`src/sadc_pkg.sv`:
```
// Purpose: Shared constants and types for the converter sequencer
// Assumes: 125 MHz reference clock
// Notes:   Channel map: 0..23 port pins, 24 temp, 25 supply, 26 spare pin
package sadc_pkg;
    localparam int unsigned RES_W        = 12;
    localparam int unsigned CHAN_NUM     = 27;
    localparam int unsigned CHAN_W       = 5;
    localparam int unsigned ACC_W        = 16;
    localparam int unsigned CLK_MHZ      = 125;
    localparam int unsigned MAX_KSPS     = 200;
    localparam int unsigned CONV_CYC     = (CLK_MHZ * 1000) / MAX_KSPS;
    localparam int unsigned WAKE_NS      = 200;
    localparam int unsigned WAKE_CYC     = (WAKE_NS * CLK_MHZ + 999) / 1000;
    localparam int unsigned CNT_W        = 10;
    // Trial settle: code flop, two comparator sync flops, then sample
    localparam int unsigned CMP_LAT      = 4;
    localparam logic [CHAN_W-1:0] CHAN_TEMP   = 5'h18;
    localparam logic [CHAN_W-1:0] CHAN_SUPPLY = 5'h19;
    localparam logic [1:0] TRIG_SW   = 2'h0;
    localparam logic [1:0] TRIG_TMR2 = 2'h1;
    localparam logic [1:0] TRIG_TMR3 = 2'h2;
    localparam logic [1:0] TRIG_EXT  = 2'h3;
    localparam logic [1:0] ACC_1     = 2'h0;
    localparam logic [1:0] ACC_4     = 2'h1;
    localparam logic [1:0] ACC_8     = 2'h2;
    localparam logic [1:0] ACC_16    = 2'h3;
    typedef enum logic [4:0] {
        ST_OFF   = 5'h01,
        ST_IDLE  = 5'h02,
        ST_WAKE  = 5'h04,
        ST_CONV  = 5'h08,
        ST_DONE  = 5'h10
    } sadc_state_type;
endpackage : sadc_pkg

```
`src/sadc_core_if.sv`:
```
// Purpose: Carrier between sequencer and converter core
// Assumes: Single clock domain
// Notes:   Start is a one-cycle pulse
`timescale 1ns/100ps
`default_nettype none
interface sadc_core_if;
    import sadc_pkg::*;
    logic             start;
    logic             busy;
    logic             done;
    logic [RES_W-1:0] sample;
    modport seq  (output start, input busy, input done, input sample);
    modport core (input start, output busy, output done, output sample);
endinterface : sadc_core_if
`default_nettype wire

```
`src/sadc_core.sv`:
```
// Purpose: Successive-approximation step engine for one sample
// Assumes: Comparator input is settled and synchronous to ref_clk
// Notes:   Twelve bit trials, then done pulse
`timescale 1ns/100ps
`default_nettype none
module sadc_core
    import sadc_pkg::*;
(
    input  wire logic  ref_clk,
    input  wire logic  rstn,
    input  wire logic  cmp_hi,
    output logic [RES_W-1:0] dac_code,
    sadc_core_if.core  cif
);
    logic [RES_W-1:0] res_q;
    logic [RES_W-1:0] bit_q;
    logic             busy_q;
    logic             done_q;
    logic [1:0]       wait_q;

    // One trial per settle window, MSB first
    always_ff @(posedge ref_clk or negedge rstn) begin
        if (!rstn) begin
            res_q  <= '0;
            bit_q  <= '0;
            busy_q <= 1'b0;
            done_q <= 1'b0;
            wait_q <= '0;
        end else begin
            done_q <= 1'b0;
            if (cif.start && !busy_q) begin
                res_q  <= {1'b1, {(RES_W-1){1'b0}}};
                bit_q  <= {1'b1, {(RES_W-1){1'b0}}};
                wait_q <= '0;
                busy_q <= 1'b1;
            end else if (busy_q) begin
                wait_q <= wait_q + 2'h1;
                // Comparator answer lags the code; judging early reads a stale trial
                if (wait_q == 2'(CMP_LAT - 1)) begin
                    wait_q <= '0;
                    if (!cmp_hi)
                        res_q <= (res_q & ~bit_q) | (bit_q >> 1);
                    else
                        res_q <= res_q | (bit_q >> 1);
                    bit_q <= bit_q >> 1;
                    if (bit_q[0]) begin
                        busy_q <= 1'b0;
                        done_q <= 1'b1;
                        if (!cmp_hi)
                            res_q <= res_q & ~bit_q;
                    end
                end
            end
        end
    end

    assign dac_code   = res_q;
    assign cif.busy   = busy_q;
    assign cif.done   = done_q;
    assign cif.sample = res_q;
endmodule : sadc_core
`default_nettype wire

```
`src/sadc_seq.sv`:
```
// Purpose: Converter sequencer: triggers, accumulation, window, burst
// Assumes: Timer overflows are ref_clk pulses; ext start and comparator are pins
// Notes:   Channel select is driven to the analog multiplexer
`timescale 1ns/100ps
`default_nettype none
module sadc_seq
    import sadc_pkg::*;
(
    input  wire logic              ref_clk,
    input  wire logic              rstn,
    input  wire logic              enable,
    input  wire logic              burst_en,
    input  wire logic [1:0]        trig_sel,
    input  wire logic              sw_start,
    input  wire logic              tmr2_ovf,
    input  wire logic              tmr3_ovf,
    input  wire logic              ext_start,
    input  wire logic [1:0]        acc_sel,
    input  wire logic [CHAN_W-1:0] chan_sel,
    input  wire logic              cmp_hi,
    input  wire logic              done_irq_en,
    input  wire logic              done_clr,
    input  wire logic              win_outside,
    input  wire logic [ACC_W-1:0]  win_lo,
    input  wire logic [ACC_W-1:0]  win_hi,
    input  wire logic              win_clr,
    output logic [ACC_W-1:0]       result,
    output logic                   done_flag,
    output logic                   done_irq,
    output logic                   win_flag,
    output logic                   win_irq,
    output logic [CHAN_W-1:0]      mux_sel,
    output logic [RES_W-1:0]       dac_code,
    output logic                   analog_pwr,
    output logic                   busy
);
    sadc_core_if cif ();

    sadc_state_type   state_q;
    logic [1:0]       ext_sync_q;
    logic             ext_prev_q;
    logic [1:0]       cmp_sync_q;
    logic [ACC_W-1:0] acc_q;
    logic [4:0]       left_q;
    logic [CNT_W-1:0] slot_q;
    logic [ACC_W-1:0] result_q;
    logic             done_q;
    logic             win_q;
    logic [CHAN_W-1:0] mux_q;
    logic             pwr_q;
    logic             start_q;
    logic             trig;
    logic             ext_rise;
    logic [ACC_W-1:0] acc_sum;
    logic             in_win;
    logic [RES_W-1:0] core_dac;

    function automatic logic [4:0] acc_count(input logic [1:0] sel);
        case (sel)
            ACC_4:   acc_count = 5'h04;
            ACC_8:   acc_count = 5'h08;
            ACC_16:  acc_count = 5'h10;
            default: acc_count = 5'h01;
        endcase
    endfunction : acc_count

    // Pin inputs go through two flops first
    always_ff @(posedge ref_clk or negedge rstn) begin
        if (!rstn) begin
            ext_sync_q <= 2'h0;
            ext_prev_q <= 1'b0;
            cmp_sync_q <= 2'h0;
        end else begin
            ext_sync_q <= {ext_sync_q[0], ext_start};
            ext_prev_q <= ext_sync_q[1];
            cmp_sync_q <= {cmp_sync_q[0], cmp_hi};
        end
    end
    assign ext_rise = ext_sync_q[1] && !ext_prev_q;

    always_comb begin
        case (trig_sel)
            TRIG_SW:   trig = sw_start;
            TRIG_TMR2: trig = tmr2_ovf;
            TRIG_TMR3: trig = tmr3_ovf;
            TRIG_EXT:  trig = ext_rise;
            default:   trig = 1'b0;
        endcase
    end

    // Sixteen 12-bit samples need 16 bits
    assign acc_sum = acc_q + {{(ACC_W-RES_W){1'b0}}, cif.sample};

    // Sequencer; state ST_OFF is shutdown, left only when enabled
    always_ff @(posedge ref_clk or negedge rstn) begin
        if (!rstn) begin
            state_q <= ST_OFF;
            acc_q   <= '0;
            left_q  <= 5'h00;
            slot_q  <= '0;
            start_q <= 1'b0;
            pwr_q   <= 1'b0;
        end else begin
            start_q <= 1'b0;
            case (state_q)
                ST_OFF: begin
                    pwr_q <= 1'b0;
                    if (enable && !burst_en)
                        state_q <= ST_IDLE;
                    else if (enable && burst_en && trig) begin
                        pwr_q   <= 1'b1;
                        slot_q  <= '0;
                        acc_q   <= '0;
                        left_q  <= acc_count(acc_sel);
                        state_q <= ST_WAKE;
                    end
                end
                ST_IDLE: begin
                    pwr_q <= 1'b1;
                    if (!enable || burst_en)
                        state_q <= ST_OFF;
                    else if (trig) begin
                        acc_q   <= '0;
                        left_q  <= acc_count(acc_sel);
                        slot_q  <= '0;
                        start_q <= 1'b1;
                        state_q <= ST_CONV;
                    end
                end
                ST_WAKE: begin
                    slot_q <= slot_q + 1'b1;
                    if (slot_q == CNT_W'(WAKE_CYC - 1)) begin
                        slot_q  <= '0;
                        start_q <= 1'b1;
                        state_q <= ST_CONV;
                    end
                end
                ST_CONV: begin
                    // Fixed slot keeps the sample rate at or below the limit
                    if (slot_q != CNT_W'(CONV_CYC - 1))
                        slot_q <= slot_q + 1'b1;
                    if (cif.done) begin
                        acc_q  <= acc_sum;
                        left_q <= left_q - 5'h01;
                    end
                    if (!cif.busy && !start_q && !cif.done
                        && slot_q == CNT_W'(CONV_CYC - 1)) begin
                        slot_q <= '0;
                        if (left_q == 5'h00)
                            state_q <= ST_DONE;
                        else
                            start_q <= 1'b1;
                    end
                end
                ST_DONE: begin
                    if (burst_en) begin
                        pwr_q   <= 1'b0;
                        state_q <= ST_OFF;
                    end else
                        state_q <= ST_IDLE;
                end
                default: state_q <= ST_OFF;
            endcase
            // Shutdown overrides every state, waking and done included
            if (!enable) begin
                state_q <= ST_OFF;
                start_q <= 1'b0;
            end
        end
    end

    // Result word frozen between completions
    always_ff @(posedge ref_clk or negedge rstn) begin
        if (!rstn)
            result_q <= '0;
        else if (state_q == ST_DONE)
            result_q <= acc_q;
    end

    assign in_win = (acc_q >= win_lo) && (acc_q <= win_hi);

    // Set wins over clear
    always_ff @(posedge ref_clk or negedge rstn) begin
        if (!rstn) begin
            done_q <= 1'b0;
            win_q  <= 1'b0;
        end else begin
            if (state_q == ST_DONE)
                done_q <= 1'b1;
            else if (done_clr)
                done_q <= 1'b0;
            if (state_q == ST_DONE && (in_win ^ win_outside))
                win_q <= 1'b1;
            else if (win_clr)
                win_q <= 1'b0;
        end
    end

    // Channel held steady for a whole conversion
    always_ff @(posedge ref_clk or negedge rstn) begin
        if (!rstn)
            mux_q <= '0;
        else if (state_q != ST_CONV && state_q != ST_WAKE
                 && chan_sel < CHAN_W'(CHAN_NUM))
            mux_q <= chan_sel;
    end

    // Registered outputs
    always_ff @(posedge ref_clk or negedge rstn) begin
        if (!rstn) begin
            done_irq   <= 1'b0;
            win_irq    <= 1'b0;
            analog_pwr <= 1'b0;
            busy       <= 1'b0;
            dac_code   <= '0;
        end else begin
            done_irq   <= done_q && done_irq_en;
            win_irq    <= win_q;
            analog_pwr <= pwr_q;
            busy       <= (state_q == ST_CONV) || (state_q == ST_WAKE);
            dac_code   <= core_dac;
        end
    end

    sadc_core u_core (
        .ref_clk  (ref_clk),
        .rstn     (rstn),
        .cmp_hi   (cmp_sync_q[1]),
        .dac_code (core_dac),
        .cif      (cif.core)
    );
    assign cif.start = start_q;

    assign result    = result_q;
    assign done_flag = done_q;
    assign win_flag  = win_q;
    assign mux_sel   = mux_q;
endmodule : sadc_seq
`default_nettype wire
```
`config.mk`:
```
export PLATFORM = sky130hd
export DESIGN_NAME = sadc_seq
export DESIGN_NICKNAME = d
export VERILOG_FILES = /design/src/sadc_pkg.sv /design/src/sadc_core_if.sv /design/src/sadc_core.sv /design/src/sadc_seq.sv
export SDC_FILE = /design/constraint.sdc
export NUM_CORES = 1
export LEC_CHECK = 0
export ABC_CLOCK_PERIOD_IN_PS = 3200
export CAP_MARGIN = 15
export CORE_MARGIN = 2
export CORE_UTILIZATION = 64
export CTS_CLUSTER_SIZE = 24
export DETAILED_ROUTE_END_ITERATION = 10
export DONT_BUFFER_PORTS = 1
export PLACE_DENSITY = 0.84
export SLEW_MARGIN = 5
export SYNTH_ARGS = -nofsm -noshare
export SYNTH_HDL_FRONTEND = slang
export SYNTH_SLANG_ARGS = --single-unit
```
`constraint.sdc`:
```
create_clock -name ref_clk -period 3.2 [get_ports ref_clk]
set_clock_uncertainty 0.1 [all_clocks]
set_input_delay 0.64 -clock ref_clk [delete_from_list [all_inputs] [get_ports ref_clk]]
set_output_delay 0.64 -clock ref_clk [all_outputs]
set_load 0.01 [all_outputs]
```
==> reports/metrics.yaml <==
peakVddDrop_mv: 0.2872
multi_input_area_um2: 3088
cts_setup_buffers: 0
die_area_um2: 10410
port_buffers: 0
drive_gt1_frac: 0.07198
final_core_util: 0.6919
grt_overflow: 0
finalSetupViolations: 0
post-route-drc-count: 0
start_kind: "register"
core-area_um2: 9284
gp_routability_congestion: 0.8814
syn-mean-instance-area_um2: 9.358
arrival_ns: 2.73
startpoint: "u_core.cif.sample[0]$_DFFE_PN0P_"
fin_hold_ws_ns: -0.1446
timing.rr.start: "u_core.cif.sample[0]$_DFFE_PN0P_"
period_minus_slack_ns: 2.583
slew_violations: 0
n_antenna_cell: 0
status: "finished with violations"
synth_nets: 761
yosysTopAreaCellShare: 0.4436
timing.slew.headroom: 0.4550
finalCritPeriodShare: 0.8073
vias_per_cell: 6.178
grt_setup_unrepaired: "no"
die_y_um: 102.0
drtPass1Iterations: 5
register_area_um2: 2754
antenna_found_initial: 0
synth_top_cells_by_area: "dfrtp_1 44%, ha_1 10%, nand2_1 9.2%"
ys_seq_area_frac: 0.4479
clkSlewWorstSetupHoldPaths_ns: 0.10
grt_usage: 0.2608
ant_nets: 0
synth_area_um2: 6148
cts_tree: "built"
drtIter0Drc: 270
area_growth_pct: 4.477
synth_top_area_cell: "dfrtp_1"
rows: 35
crit_type: "reg -> reg"
h-tree-depth: 3
avgRoutedWirePerCell_um: 16.74
yosysWarnings: 0
synth-edff-count: 0
cts_root_buffer: "clkbuf_8"
grt_pass1_wl_mm: 21.64
dr_total_vias: 4831
synth_cells: 657
hold_class: "in -> async"
grt_start_max_net_pins: 111
drt-total-wl_mm: 13.09
violations: "negative hold slack"
fmax_mhz: 387.1
ys_types: 69
synth_seq_cells: 110
cp_max_fo: 4
tns_ns: 0
dp_hpwl_mm: 9.459
clkLatencyLatePin_ns: 0.37
ys.flop_type: "dfrtp_1"
cts-buffers-inserted: 9
die_width_um: 102.0
drv_cap: 0
grt_pass1_vias: 4848
leakagePower_nw: 3.250
layout.nets: 753
yosysMostFrequentCell: "nand2_1"
io_pins: 93
start_util: 0.6623
required_ns: 3.35
n_fill_cell: 700
synth_commonest_cells: "151 x nand2_1, 109 x dfrtp_1, 49 x ha_1"
hold_viol: 109
tightest_slew_ns: 0.8159
async_flop_share: 1.000
cts_max_path_buffers: 2
cts.sinks: 110
endpoint_kind: "register"
p_per_area_nw_per_um2: 567.6
cts_resized: 0
[cells by family (layout without fill, tap and decap cells)]
kind of cell,after synthesis,count (layout),synth area share
multiplexers,7,7,0.01404
adder cells (fa/ha/maj),50,50,0.1030
buffers and inverters,69,65,0.04986
XOR/XNOR,7,7,0.009972
flip-flops,110,110,0.4479
AND/OR/NAND/NOR,272,272,0.2131
AO/OA/AOI/OAI,142,142,0.1622
[area by class of cell]
cell class | instances | share of cell area
well taps | 129 | 0.02513
clock buffers | 9 | 0.01928
multi-input cells | 478 | 0.4807
clock inverters | 6 | 0.01461
flip-flops and latches | 110 | 0.4287
repair buffers | 4 | 0.004675
inverters | 46 | 0.02688
[registers in the layout, summed over array words and instances, names as in the netlist, 10 cells and up]
name / flops
acc_q: 16
result: 16
dac_code: 12
u_core.bit_q: 12
u_core.cif.sample: 12
slot_q: 10
[layout by cell type, fill, tap and decap left out, types with 6 or more instances in the layout]
cell / n
nor3_1: 10
a21oi_1: 30
o211ai_1: 10
nor2_1: 24
nand4_1: 7
ha_1: 49
a21o_1: 11
dfrtp_1: 109
clkbuf_8: 9
and3_1: 7
nand2_1: 151
o21ai_0: 27
nor2b_1: 9
o21ai_1: 7
inv_1: 46
a211oi_1: 7
a31oi_1: 6
nand3_1: 24
nand2b_1: 10
[through the flow]
step / cells / setup WS, ns / instance area (µm²) / hold WS (ns) / power, W
after floorplan: 657 / 0.6862 / 6148 / 0.2312 / 0.002518
after global placement: 767 / 0.5870 / 6206 / 0.2338 / 0.002652
after detailed placement: 767 / 0.5507 / 6206 / 0.2403 / 0.002726
after CTS: 782 / 0.6228 / 6424 / -0.1636 / 0.003651
after global routing: 782 / 0.4817 / 6424 / -0.1732 / 0.003859
final: 782 / 0.6165 / 6424 / -0.1446 / 0.003646
[worst max-delay path, stage by stage, from the launching register on]
cell	delay, ns
dfrtp_1	0.44
ha_1	0.25
fa_1	0.43
a211oi_1	0.33
o21bai_1	0.15
a31o_2	0.29
a31oi_2	0.27
or4_1	0.15
nand3_1	0.07
[worst paths after layout]
kind | end | slack, ns | cells past startpoint
min | done_flag$_DFFE_PN0P_ | -0.14 | 0
max | acc_q[14]$_DFFE_PN0P_ | 0.62 | 8
max reg2reg | acc_q[14]$_DFFE_PN0P_ | 0.62 | 8
min in group ref_clk | ext_sync_q[0]$_DFF_PN0_ | 0.19 | 0
min reg2reg | cmp_sync_q[1]$_DFF_PN0_ | 0.26 | 0
max in group asynchronous | u_core.cif.sample[2]$_DFFE_PN0P_ | 2.90 | 0
[routing by layer]
metal / up-vias / track usage / routed length [µm] / part of all wire
met3: 26 / 0.05472 / 863 / 0.066
li1: 2283 / - / - / -
met4: 0 / 0.1036 / 241 / 0.018
met2: 191 / 0.4398 / 6531 / 0.50
met1: 2331 / 0.3303 / 5454 / 0.42
met5: - / 0 / 0 / 0
[power breakdown]
part           internal, W  total (W)  switching (W)
Clock             0.000446   0.000924       0.000478
Sequential         0.00160    0.00184       0.000237
Combinational     0.000393   0.000886       0.000493
No activity file was read; power rests on OpenSTA's default activity.
